**config.mk**
```make
export PLATFORM = sky130hd
export DESIGN_NAME = pemb_top
export DESIGN_NICKNAME = d
export VERILOG_FILES = /design/src/rtl/pemb_pkg.sv /design/src/rtl/pemb_phase_if.sv /design/src/rtl/pemb_top.sv /design/src/rtl/pemb_phase.sv
export VERILOG_INCLUDE_DIRS = /design/src /design/src/rtl
export SDC_FILE = /design/constraint.sdc
export NUM_CORES = 1
export LEC_CHECK = 0
export ABC_AREA = 0
export BUFFER_PORTS_ARGS = -buffer_cell sky130_fd_sc_hd__clkbuf_2
export CAP_MARGIN = 15
export CORE_UTILIZATION = 52
export CTS_CLUSTER_SIZE = 25
export DETAILED_ROUTE_END_ITERATION = 8
export PLACE_DENSITY_LB_ADDON = 0.05
export SLEW_MARGIN = 20
export SYNTH_ARGS = -nofsm -noshare
export SYNTH_HDL_FRONTEND = slang
export SYNTH_SLANG_ARGS = --single-unit
```
**constraint.sdc**
```tcl
create_clock -name clk_sys -period 2.8 [get_ports clk_sys]
set_clock_uncertainty 0.1 [all_clocks]
set_input_delay 0.14 -clock clk_sys [delete_from_list [all_inputs] [get_ports clk_sys]]
set_output_delay 0.14 -clock clk_sys [all_outputs]
set_load 0.05 [all_outputs]
```
**src/rtl/pemb_cfg.svh**
```systemverilog
// Timing and layout constants of the port and external memory bus
`ifndef PEMB_CFG_SVH
`define PEMB_CFG_SVH
`define PEMB_LAST_PH 4'd11
`define PEMB_PRE_LAST 4'd10
`define PEMB_HALF 4'd6
`define PEMB_ALE_END 4'd1
`define PEMB_ADDR_END 4'd2
`define PEMB_PROGRAM_STORE_READ_STROBE_BEG 4'd3
`define PEMB_PROGRAM_STORE_READ_STROBE_END 4'd5
`define PEMB_STB_BEG 4'd3
`define PEMB_STB_END 4'd8
`define PEMB_WD_BEG 4'd2
`define PEMB_WD_END 4'd9
`define PEMB_INT_TOP 16'h1fff
`define PEMB_RST_MIN_NS 240
`define PEMB_CLK_MHZ 100
`define PEMB_RST_CYC ((`PEMB_RST_MIN_NS * `PEMB_CLK_MHZ + 999) / 1000)
`define PEMB_ONES 8'hff
`define PEMB_ZERO 8'h00
`endif

```
**src/rtl/pemb_pkg.sv**
```systemverilog
// Types of the port and external memory bus
package pemb_pkg;
  typedef enum logic [1:0] {PEMB_CYC_IDLE, PEMB_CYC_FETCH, PEMB_CYC_XDATA} pemb_cyc_e;
  typedef logic [3:0] pemb_phase_t;
endpackage

```
**src/rtl/pemb_phase_if.sv**
```systemverilog
// Machine cycle phase carrier
`timescale 1ns/100ps
`default_nettype none
interface pemb_phase_if;
  pemb_pkg::pemb_phase_t phase;
  modport gen (output phase);
  modport use_ph (input phase);
endinterface
`default_nettype wire

```
**src/rtl/pemb_top.sv**
```systemverilog
// Port pins and multiplexed external memory bus
`timescale 1ns/100ps
`default_nettype none
`include "pemb_cfg.svh"
module pemb_top (
  input wire logic clk_sys,
  input wire logic rst_n,
  input wire logic reset_pin,
  input wire logic external_access_select,
  input wire logic verify_mode,
  input wire logic [7:0] verify_code,
  input wire logic [3:0] latch_wr,
  input wire logic [7:0] latch_wdata,
  input wire logic fetch_req,
  input wire logic [15:0] pc,
  input wire logic xdata_req,
  input wire logic xdata_wr,
  input wire logic xdata_wide,
  input wire logic [15:0] xdata_addr,
  input wire logic [7:0] xdata_wdata,
  input wire logic serial_tx,
  input wire logic [7:0] p0_in,
  input wire logic [7:0] p1_in,
  input wire logic [7:0] p2_in,
  input wire logic [7:0] p3_in,
  output logic [7:0] p0_out,
  output logic [7:0] p0_oe,
  output logic [7:0] p1_out,
  output logic [7:0] p1_oe,
  output logic [7:0] p2_out,
  output logic [7:0] p2_oe,
  output logic [7:0] p3_out,
  output logic [7:0] p3_oe,
  output logic ale,
  output logic program_store_read_strobe_n,
  output logic core_reset,
  output logic mc_tick,
  output logic fetch_external,
  output logic [7:0] code_byte,
  output logic code_valid,
  output logic [7:0] xdata_rdata,
  output logic xdata_done,
  output logic [31:0] port_pins,
  output logic [15:0] verify_addr,
  output logic timer_two_count_in,
  output logic timer_two_trigger_in,
  output logic serial_rx,
  output logic ext_irq_zero,
  output logic ext_irq_one,
  output logic timer_zero_input,
  output logic timer_one_input
);
  // ==========================================================
  // Pin synchronisers
  logic [33:0] sync1_reg;
  logic [33:0] sync2_reg;
  always_ff @(posedge clk_sys) begin
    sync1_reg <= {reset_pin, external_access_select, p3_in, p2_in, p1_in, p0_in};
    sync2_reg <= sync1_reg;
  end
  logic rst_s, ea_s;
  logic [7:0] p0_s, p1_s, p2_s, p3_s;
  assign {rst_s, ea_s, p3_s, p2_s, p1_s, p0_s} = sync2_reg;

  // ==========================================================
  // Reset pin qualification
  logic [4:0] rst_cnt_reg;
  always_ff @(posedge clk_sys) begin
    if (!rst_n || !rst_s) begin
      rst_cnt_reg <= '0;
      core_reset <= !rst_n;
    end else if (rst_cnt_reg != 5'(`PEMB_RST_CYC)) begin
      rst_cnt_reg <= rst_cnt_reg + 5'h1;
    end else begin
      core_reset <= 1'b1;
    end
  end

  // ==========================================================
  // Machine cycle phase
  pemb_phase_if ph_if ();
  pemb_phase u_phase (
    .clk_sys(clk_sys),
    .rst_n(rst_n),
    .hold(core_reset),
    .ph_if(ph_if.gen)
  );
  pemb_pkg::pemb_phase_t ph, hp;
  assign ph = ph_if.phase;
  assign hp = (ph >= `PEMB_HALF) ? ph - `PEMB_HALF : ph;

  // ==========================================================
  // Cycle kind selection
  pemb_pkg::pemb_cyc_e cyc_reg;
  logic [15:0] addr_reg;
  logic [7:0] wdata_reg;
  logic wr_reg, wide_reg, fetch_ext;
  assign fetch_ext = !ea_s || (pc > `PEMB_INT_TOP);
  always_ff @(posedge clk_sys) begin
    if (!rst_n || core_reset) begin
      cyc_reg <= pemb_pkg::PEMB_CYC_IDLE;
      addr_reg <= '0;
      wdata_reg <= '0;
      wr_reg <= 1'b0;
      wide_reg <= 1'b0;
    end else if (ph == `PEMB_LAST_PH) begin
      wr_reg <= xdata_wr;
      wide_reg <= xdata_wide;
      wdata_reg <= xdata_wdata;
      addr_reg <= xdata_req ? xdata_addr : pc;
      if (xdata_req) begin
        cyc_reg <= pemb_pkg::PEMB_CYC_XDATA;
      end else if (fetch_req && fetch_ext) begin
        cyc_reg <= pemb_pkg::PEMB_CYC_FETCH;
      end else begin
        cyc_reg <= pemb_pkg::PEMB_CYC_IDLE;
      end
    end
  end
  always_ff @(posedge clk_sys) begin
    mc_tick <= rst_n && !core_reset && ph == `PEMB_PRE_LAST;
    fetch_external <= rst_n && fetch_ext;
  end

  // ==========================================================
  // Bus strobes and first port
  logic is_f, is_x, stb, lo_addr;
  logic [15:0] cur_addr;
  assign is_f = cyc_reg == pemb_pkg::PEMB_CYC_FETCH;
  assign is_x = cyc_reg == pemb_pkg::PEMB_CYC_XDATA;
  assign stb = is_x && ph >= `PEMB_STB_BEG && ph <= `PEMB_STB_END;
  assign lo_addr = (is_f || (is_x && ph < `PEMB_HALF)) && hp <= `PEMB_ADDR_END;
  assign cur_addr = (is_f && ph >= `PEMB_HALF) ? addr_reg + 16'h1 : addr_reg;
  logic [7:0] latch0_reg, latch1_reg, latch2_reg, latch3_reg;
  logic rd_stb_reg, wr_stb_reg;
  always_ff @(posedge clk_sys) begin
    if (!rst_n) begin
      ale <= 1'b0;
      program_store_read_strobe_n <= 1'b1;
      rd_stb_reg <= 1'b0;
      wr_stb_reg <= 1'b0;
      p0_out <= '0;
      p0_oe <= '0;
    end else begin
      ale <= !core_reset && hp <= `PEMB_ALE_END && !(is_x && ph >= `PEMB_HALF);
      program_store_read_strobe_n <= !(is_f && hp >= `PEMB_PROGRAM_STORE_READ_STROBE_BEG
        && hp <= `PEMB_PROGRAM_STORE_READ_STROBE_END);
      rd_stb_reg <= stb && !wr_reg;
      wr_stb_reg <= stb && wr_reg;
      if (verify_mode) begin
        p0_out <= verify_code;
        p0_oe <= ~verify_code;
      end else if (lo_addr) begin
        p0_out <= cur_addr[7:0];
        p0_oe <= `PEMB_ONES;
      end else if (is_x && wr_reg && ph >= `PEMB_WD_BEG && ph <= `PEMB_WD_END) begin
        p0_out <= wdata_reg;
        p0_oe <= `PEMB_ONES;
      end else if (is_f || is_x) begin
        p0_out <= '0;
        p0_oe <= '0;
      end else begin
        p0_out <= '0;
        p0_oe <= ~latch0_reg;
      end
    end
  end

  // ==========================================================
  // Port latches and ports two to four, preset by the reset pin except the first latch, which only rst_n presets
  logic [7:0] p2_val, p3_val;
  logic p2_addr;
  assign p2_addr = !verify_mode && (is_f || (is_x && wide_reg));
  assign p2_val = p2_addr ? cur_addr[15:8] : latch2_reg;
  // Data strobes leave with the same phases as rd_stb_reg, so write data outlives them
  assign p3_val = latch3_reg
    & {!(stb && !wr_reg), !(stb && wr_reg), 4'hf, serial_tx, 1'b1};
  always_ff @(posedge clk_sys or posedge reset_pin) begin
    if (reset_pin) begin
      latch1_reg <= `PEMB_ONES;
      latch2_reg <= `PEMB_ONES;
      latch3_reg <= `PEMB_ONES;
      p1_out <= `PEMB_ONES;
      p1_oe <= `PEMB_ZERO;
      p2_out <= `PEMB_ONES;
      p2_oe <= `PEMB_ZERO;
      p3_out <= `PEMB_ONES;
      p3_oe <= `PEMB_ZERO;
    end else if (!rst_n) begin
      latch1_reg <= `PEMB_ONES;
      latch2_reg <= `PEMB_ONES;
      latch3_reg <= `PEMB_ONES;
      p1_out <= `PEMB_ONES;
      p1_oe <= `PEMB_ZERO;
      p2_out <= `PEMB_ONES;
      p2_oe <= `PEMB_ZERO;
      p3_out <= `PEMB_ONES;
      p3_oe <= `PEMB_ZERO;
    end else begin
      if (latch_wr[1]) latch1_reg <= latch_wdata;
      if (latch_wr[2]) latch2_reg <= latch_wdata;
      if (latch_wr[3]) latch3_reg <= latch_wdata;
      p1_out <= latch1_reg;
      p1_oe <= verify_mode ? `PEMB_ZERO : ~latch1_reg;
      p2_out <= verify_mode ? `PEMB_ONES : p2_val;
      p2_oe <= verify_mode ? `PEMB_ZERO : (p2_addr ? `PEMB_ONES : ~latch2_reg);
      p3_out <= p3_val;
      p3_oe <= ~p3_val;
    end
  end
  always_ff @(posedge clk_sys) begin
    if (!rst_n) begin
      latch0_reg <= `PEMB_ONES;
    end else if (latch_wr[0]) begin
      latch0_reg <= latch_wdata;
    end
  end

  // ==========================================================
  // Data capture at the end of each read strobe
  logic program_store_read_strobe_d1_reg, program_store_read_strobe_d2_reg, xs_d1_reg, xs_d2_reg, xrd_reg;
  always_ff @(posedge clk_sys) begin
    if (!rst_n) begin
      program_store_read_strobe_d1_reg <= 1'b0;
      program_store_read_strobe_d2_reg <= 1'b0;
      xs_d1_reg <= 1'b0;
      xs_d2_reg <= 1'b0;
      xrd_reg <= 1'b0;
      code_byte <= '0;
      code_valid <= 1'b0;
      xdata_rdata <= '0;
      xdata_done <= 1'b0;
    end else begin
      program_store_read_strobe_d1_reg <= !program_store_read_strobe_n;
      program_store_read_strobe_d2_reg <= program_store_read_strobe_d1_reg;
      xs_d1_reg <= rd_stb_reg || wr_stb_reg;
      xs_d2_reg <= xs_d1_reg;
      if (rd_stb_reg) xrd_reg <= 1'b1;
      else if (wr_stb_reg) xrd_reg <= 1'b0;
      code_valid <= program_store_read_strobe_d2_reg && !program_store_read_strobe_d1_reg;
      if (program_store_read_strobe_d2_reg && !program_store_read_strobe_d1_reg) code_byte <= p0_s;
      xdata_done <= xs_d2_reg && !xs_d1_reg;
      if (xs_d2_reg && !xs_d1_reg && xrd_reg) xdata_rdata <= p0_s;
    end
  end

  // ==========================================================
  // Pin reads and alternate inputs
  always_ff @(posedge clk_sys) begin
    port_pins <= {p3_s, p2_s, p1_s, p0_s};
    verify_addr <= {p2_s, p1_s};
    timer_two_count_in <= p1_s[0];
    timer_two_trigger_in <= p1_s[1];
    serial_rx <= p3_s[0];
    ext_irq_zero <= p3_s[2];
    ext_irq_one <= p3_s[3];
    timer_zero_input <= p3_s[4];
    timer_one_input <= p3_s[5];
  end
endmodule
`default_nettype wire

```
**src/rtl/pemb_phase.sv**
```systemverilog
// Machine cycle phase counter, twelve oscillator periods per cycle
`timescale 1ns/100ps
`default_nettype none
`include "pemb_cfg.svh"
module pemb_phase (
  input wire logic clk_sys,
  input wire logic rst_n,
  input wire logic hold,
  pemb_phase_if.gen ph_if
);
  // Counter keeps its value for any clock rate, even a stopped clock
  always_ff @(posedge clk_sys) begin
    if (!rst_n || hold) begin
      ph_if.phase <= '0;
    end else if (ph_if.phase == `PEMB_LAST_PH) begin
      ph_if.phase <= '0;
    end else begin
      ph_if.phase <= ph_if.phase + 4'h1;
    end
  end
endmodule
`default_nettype wire

```
# Word level (Yosys, flattened, before mapping)
# Index checks and enable logic that the tools add are counted.
# word_totals
output_inout_bits,142
input_bits,102
reg_bits,286
elab_cells,155
# op_classes
n_eq_ne,9
add_sub_neg,4
n_reduce_logical,46
muxes,33
magnitude_cmp,11
n_bitwise,6
# op_table
cell,n
$mux W8,24
$not A8 Y8,5
$mux W16,2
$logic_and A1 B1 Y1,24
$add A16 B1 Y16 const B,1
$gt A16 B13 Y1 const B,1
$logic_not A1 Y1,13
$ge A4 B2 Y1 const B,3
$and A8 B8 Y8,1
$eq A4 B4 Y1 const B,2
$le A4 B4 Y1 const B,2
$logic_or A1 B1 Y1,7
$ne A2 B1 Y1 const B,3
$add A5 B1 Y5 const B,1
$mux W1,5
$ne A5 B5 Y1 const B,1
$add A4 B1 Y4 const B,1
$ge A4 B3 Y1 const B,1
$le A4 B1 Y1 const B,1
$le A4 B2 Y1 const B,1
$le A4 B3 Y1 const B,1
$lt A4 B3 Y1 const B,1
$mux W4,1
$sub A4 B3 Y4 const B,1
other kinds (6),6

# Depth between registers and ports, before layout
# Gate-level depths: netlist (run 1).
# depth
ltp_word,8
ltp_mapped,9
mapped_depth_nobuf,7

# By module
# A second synthesis (run 1) with hierarchy kept.
# hier_totals
cells_unflattened,781
area_unflattened_um2,8924.8
# modules_own_cells
mod,n_inst,area_each_um2,cells_each
pemb_top,1,8753.4,764
pemb_phase,1,171.4,17

# Worst setup path after synthesis (run 1)
# Ideal clock, no wire load.
# synth_timing
kind,reg-to-reg
start,reg u_phase.ph_if.phase[2]
end,reg p0_out[3]
t_arrival_ps,1945
period_less_slack_ps,2174
setup_ps,129
required_ps,2571
slack_ps,626
path_buffers,2
stages_incl_launch_ff,10
path_cell_list,dfxtp_1 buf_2 inv_2 ha_1 nor4bb_1 a221oi_2 o32ai_2 buf_4 and2_1 a221oi_1
# synth_via
elab_chain_len,6
word_cells_on_any_way,17
# synth_lines
item,line,rtl
start: declaration,pemb_phase_if.sv:6,modport gen (output phase);
start signal: assignment,pemb_phase.sv:18,ph_if.phase <= ph_if.phase + 4'h1;
"$sub A4 B3 Y4 (no line), or another cell as far along",n/a,
$mux W4 or $logic_and A1 B1 Y1 (tied branches),n/a,
"$le A4 B2 Y1 (no line), or another cell as far along",n/a,
$logic_and A1 B1 Y1 (no line) or $mux W8 (tied branches),n/a,
$mux W8 (*),pemb_top.sv:153,end else if (lo_addr) begin
$mux W8 (*),pemb_top.sv:150,if (verify_mode) begin
end signal: assignment,pemb_top.sv:151,p0_out <= verify_code;
end signal: assignment,pemb_top.sv:154,p0_out <= cur_addr[7:0];
end signal: assignment,pemb_top.sv:157,p0_out <= wdata_reg;
end: declaration,pemb_top.sv:26,"output logic [7:0] p0_out,"
# Mark *: on every way between the ends. The rest lies on a longest branch, timed or not.
# A chain may end at the register's enable or synchronous reset.

# Final worst setup path (run 1)
# layout_timing
start,reg u_phase.ph_if.phase[1]
end,reg p0_oe[0]
# layout_via
elab_chain_len,6
word_cells_on_any_way,15
# layout_lines
item,line,rtl
"$sub A4 B3 Y4 (no line), or another cell as far along",n/a,
$mux W4 or $logic_and A1 B1 Y1 (tied branches),n/a,
"$le A4 B2 Y1 (no line), or another cell as far along",n/a,
$logic_and A1 B1 Y1 (no line) or $mux W8 (tied branches),n/a,
$mux W8 (*),pemb_top.sv:153,
$mux W8 (*),pemb_top.sv:150,
end signal: assignment,pemb_top.sv:152,p0_oe <= ~verify_code;
end signal: assignment,pemb_top.sv:155,p0_oe <= `PEMB_ONES;
end signal: assignment,pemb_top.sv:158,p0_oe <= `PEMB_ONES;
end: declaration,pemb_top.sv:27,"output logic [7:0] p0_oe,"
# Marked as above.

==> reports/metrics.cfg, run 1 <==
[outcome]
status = completed

[logic_synthesis]
synth_top_area_frac = 0.430
syn_inst = 772
ys_seq_elements = 263
synth_area_leaders = dfxtp_1 (43%), dfstp_2 (14%), dfrtp_1 (6.8%)
synthFlopType = dfxtp_1
netlist_area_sq_um = 8840
yosysMostFrequentCell = dfxtp_1
ys_top_cells_by_count = dfxtp_1 (190), nand2_1 (108), mux2i_1 (55)
mappedNetlistNets = 886
yosysWarnings = 0
syn_area_per_cell_sq_um = 11.4
synth-edff-count = 1
async_flop_share = 0.274
ys_types = 60
yosysSeqAreaShare = 0.645
yosysTopAreaCell = dfxtp_1

[setup_path]
crit_path_end = p0_oe[0]
path_cells = ha_1 -> o21bai_1 -> a221oi_2 -> o32ai_2 -> buf_4 -> nor3_2 -> a21oi_1
crit_type = reg -> reg
reg2reg_depth = 7
crit_family = compound AO/OA/AOI/OAI gates
crit_arrival_ns = 2.81
max_stage_delay_ns = 0.62
slowest_stage = dfxtp_1
crit_fanout = 16
setup.worst_path.start = u_phase.ph_if.phase[1]
end_kind = register
r2r-end = p0_oe[0]
cp_num_buf_inv = 1
cp.depth = 7
crit_required_ns = 3.07
start_kind = register
r2r_setup_slack_ns = 0.26
r2r-start = u_phase.ph_if.phase[1]

[final_layout]
final_util = 0.726
drive_above_1_share = 0.323
fin_area_sq_um = 12000
syn2layout_area_growth_pct = 36.3
fill_cells = 1220
nNetsFinal = 1205
final_cells = 1331
num_antenna_cells = 0

[sta]
worstMarginPinSlew_ns = 0.673
finalSetupViolCount = 0
whs_ns = 0.0467
rsz0062_at_grt = false
max-slew-margin-rel = 0.545
final_max_slew_viol_count = 0
fin_ws_ns = 0.265
fin_crit_ns = 2.54
finalCritPeriodShare = 0.905
setup_tns_ns = 0
timing.fmax_mhz = 394
hold_viol = 0

[placement]
placed_area_sq_um = 10100
dp_cells = 1179
gp_congestion = 0.829
hpwl_mm = 13.2
post-place-ws_ns = 0.303
portBuffers = 243

[cts]
clk_pin_slew_ns = 0.06
tritoncts = built
clockBufferDepth = 3
root_buffer = clkbuf_16
cts_buffers = 27
htree_levels = 1
postCtsSetupRepairBufs = 0
clk_latency_ns = 0.51
cts.sink_count = 263

[global_route]
grt_pass1_wl_mm = 32.8
grt_pass1_vias = 6414
antenna_found_initial = 0
grt_usage = 0.233
grt.overflow.total = 0
grt_max_degree = 73

[power]
pwr-share-comb = 0.092
power_mw = 8.55
power_frac_clock = 0.442
power.density_nw_per_um2 = 710
seqPwrFrac = 0.466
p_sw_frac = 0.232
switchingPower_mw = 1.98
internal_power_mw = 6.57
static-leakage-power_nw = 5.41
vdd_drop_max_v = 0.000584

[floorplanning]
boundaryPins = 244
die_area_sq_um = 17500
die_h_microns = 132
core_sq_um = 16600
die_x_microns = 132
start_util = 0.533
fp-row-count = 47

[detailed_routing]
drt_wl_total_mm = 20.4
wl_per_cell_microns = 15.3
via_per_inst = 4.83
dr.pass1.iters = 5
first_iter_violations = 303
routed-via-count = 6428
final_antenna_net_count = 0
drcViolationCount = 0

[flow_run]
max_cap_viol_count = 0

[worst_hold_path]
hp-class = in -> reg

-- power by group through the flow --
stage | registers (mW) | clock network, mW | logic (mW)
final | 3.99 | 3.78 | 0.787
after global routing | 4.00 | 4.00 | 0.835
after CTS | 3.99 | 3.84 | 0.782
after detailed placement | 4.06 | 0 | 0.658
after global placement | 4.06 | 0 | 0.656
after floorplan | 4.28 | 0 | 0.254
-- layer usage --
layer / vias to the layer above / share of wire / track usage
li1: 3197 / - / -
met1: 3000 / 0.44 / 0.306
met2: 196 / 0.49 / 0.398
met3: 35 / 0.049 / 0.0377
met4: 0 / 0.020 / 0.0632
met5: - / 0 / 0
-- kinds of logic (layout without fill, tap and decap cells) --
family                     after synthesis  count (layout)  synth area share
AOI/OAI and AO/OA                      110             110            0.0841
and+or+nand+nor                        228             228             0.125
xor gates and xnor gates                21              21            0.0208
adders and majority gates               12              12            0.0170
buffers and inverters                   83             422            0.0464
muxes                                   55              55            0.0623
DFF                                    263             263             0.645
-- worst min-delay path, delay by kind of cell --
| family | cells | cell delay, ns |
|---|---|---|
| AND/OR/NAND/NOR | 2 | 0.15 |
| buffers and inverters | 1 | 0.29 |
| AO/OA/AOI/OAI | 1 | 0.04 |
-- area by class of cell --
class                      instances  area (sq um)  area share
multi-input combinational        426          2730       0.227
clock buffer                      32           746      0.0619
timing repair buffer             352          2300       0.191
inverter                          21          78.8     0.00654
sequential                       263          5700       0.473
tap                              220           275      0.0228
clock inverter                    17           218      0.0181
-- repair_timing --
action,CTS,global route
hold buffers,103,0
hold endpoints to repair,184,0
gates resized for setup,0,0
-- cell usage in the layout (no fill, tap or decap), types with 4 or more instances in the layout --
cell type,n
clkbuf_2,242
dfxtp_1,190
nand2_1,108
dlygate4sd3_1,103
mux2i_1,55
dfstp_2,48
a21oi_1,37
nor2_1,36
clkbuf_16,28
dfrtp_1,24
nand2b_1,20
nor2b_1,20
a211oi_1,20
inv_1,19
o21ai_0,17
ha_1,12
xor2_1,11
xnor2_1,10
nand3_1,9
clkinv_2,9
and2_1,8
a21boi_0,8
nand4_1,5
bufinv_16,5
buf_4,5
o211ai_1,4
nor3_1,4
a221oi_1,4
-- worst min-delay path by stage --
| stage | startpoint | end | depth (start not counted) |
|---|---|---|---|
| after floorplan | p0_in[0] | sync1_reg[0] | 0 |
| after global placement | p1_in[6] | sync1_reg[14] | 1 |
| after detailed placement | p1_in[7] | sync1_reg[15] | 1 |
| after CTS | verify_mode | p0_oe[2] | 4 |
| after global routing | verify_mode | p0_oe[1] | 4 |
| final | verify_mode | p0_oe[2] | 4 |
No activity file was read; power rests on OpenSTA's default activity.
==> run 2, diff against run 1 <==
PLACE_DENSITY = 0.77   (was unset)
PLACE_DENSITY_LB_ADDON = unset   (was 0.05)
==> reports/metrics.cfg, run 2 (synthesis gave the netlist of run 1 again) <==
[sta]
fin_crit_ns = 2.57
finalCritPeriodShare = 0.919
worstMarginPinSlew_ns = 0.724
finalSetupViolCount = 0
final_max_slew_viol_count = 0
hold_viol = 0
whs_ns = 0.0638
timing.fmax_mhz = 389
rsz0062_at_grt = false
setup_tns_ns = 0
max-slew-margin-rel = 0.516

[cts]
clk_latency_ns = 0.52
tritoncts = built
root_buffer = clkbuf_16
cts_hold_buf = 109
clk_pin_slew_ns = 0.06
cts-resized-gates = 0
htree_levels = 1
postCtsSetupRepairBufs = 0
cts.sink_count = 263
cts_buffers = 26
clockBufferDepth = 3

[floorplanning]
die_area_sq_um = 17500
core_sq_um = 16600
start_util = 0.533
boundaryPins = 244
die_h_microns = 132
fp-row-count = 47
die_x_microns = 132

[detailed_routing]
first_iter_violations = 396
drt_wl_total_mm = 20.6
wl_met3_mm = 1.03
wl_met1_mm = 8.42
dr.pass1.iters = 5
final_antenna_net_count = 0
dr_wl_met2_mm = 10.5
top_layer = met4
via_per_inst = 4.95
wl_per_cell_microns = 15.4
routed-via-count = 6616
drcViolationCount = 0

[global_route]
antenna_found_initial = 0
grt_pass1_wl_mm = 32.7
grt_usage = 0.235
grt_pass1_vias = 6534
grt_max_degree = 73
grt.overflow.total = 0

[setup_path]
crit_arrival_ns = 2.85
crit_type = reg -> reg
end_kind = register
start_kind = register
crit_family = simple AND/OR/NAND/NOR gates
path_cells = inv_2 -> ha_1 -> nor4bb_1 -> a221oi_2 -> o32ai_2 -> buf_4 -> nor3_2 -> a21oi_1
crit_required_ns = 3.08
cp_num_buf_inv = 2
max_stage_delay_ns = 0.57
crit_fanout = 11
slowest_stage = dfxtp_1

[final_layout]
drive_above_1_share = 0.318
syn2layout_area_growth_pct = 36.5
fill_cells = 1169
num_antenna_cells = 0
mostFrequentLayoutCell = clkbuf_2
nNetsFinal = 1211
mostFrequentLayoutCells = clkbuf_2 (242), dfxtp_1 (190), dlygate4sd3_1 (109)

[outcome]
status = completed

[worst_hold_path]
hp-class = in -> reg

[power]
power.density_nw_per_um2 = 688
vdd_drop_max_v = 0.000536
static-leakage-power_nw = 5.40

[placement]
gp_congestion = 0.816
hpwl_mm = 13.3
portBuffers = 243

[flow_run]
max_cap_viol_count = 0

run 2: cell count changes in the layout (fill, tap and decap cells not counted), sizes merged:
cell / change
clkinv: -3
buf: +1
clkbuf: +5
inv: +1
clkinvlp: -1
dlygate4sd3: +6
bufinv: -3
run 2: tightest hold or removal path: cells and delay by family:
kind	cells	cell delay, ns
simple gates	2	0.13
compound gates	1	0.04
buf+inv	1	0.31
run 2: area by class of cell:
class / count / area, sq um / share of cell area
inverters: 21 / 78.8 / 0.00654
flip-flops and latches: 263 / 5700 / 0.472
multi-input cells: 426 / 2730 / 0.226
repair buffers: 359 / 2380 / 0.198
well taps: 220 / 275 / 0.0228
clock buffers: 37 / 763 / 0.0633
clock inverters: 11 / 131 / 0.0109
run 2: worst paths after layout:
check	from	end	slack [ns]	cells past startpoint
worst max-delay path	u_phase.ph_if.phase[2]	p0_oe[6]	0.23	8
max in group asynchronous	reset_pin	p1_out[6]	2.11	4
min in group asynchronous	reset_pin	p2_oe[3]	0.14	4
worst max register to register	u_phase.ph_if.phase[2]	p0_oe[6]	0.23	8
worst min register to register	sync1_reg[23]	sync2_reg[23]	0.22	0
worst min-delay path	verify_mode	p0_oe[0]	0.06	4
run 2: power breakdown:
group / leakage, nW / total (mW) / internal (mW) / switching (mW)
clock network: 0.436 / 3.51 / 2.10 / 1.41
logic: 2.55 / 0.793 / 0.285 / 0.507
registers: 2.42 / 3.99 / 3.93 / 0.0604
run 2: layer usage:
layer,up-vias,GRT usage
met5,-,0
met4,0,0.0971
met3,50,0.0334
met2,210,0.419
met1,3146,0.284
li1,3210,-
run 2: metrics by stage:
step | setup slack [ns] | instances | util | power [mW] | area [sq um]
detailed placement | 0.319 | 1180 | 0.607 | 4.72 | 10100
global placement | 0.414 | 1180 | 0.607 | 4.71 | 10100
CTS | 0.271 | 1337 | 0.727 | 8.36 | 12100
floorplan | 0.626 | 772 | - | 4.53 | 8840
global route | 0.0566 | 1337 | 0.727 | 8.58 | 12100
finish | 0.227 | 1337 | 0.727 | 8.30 | 12100
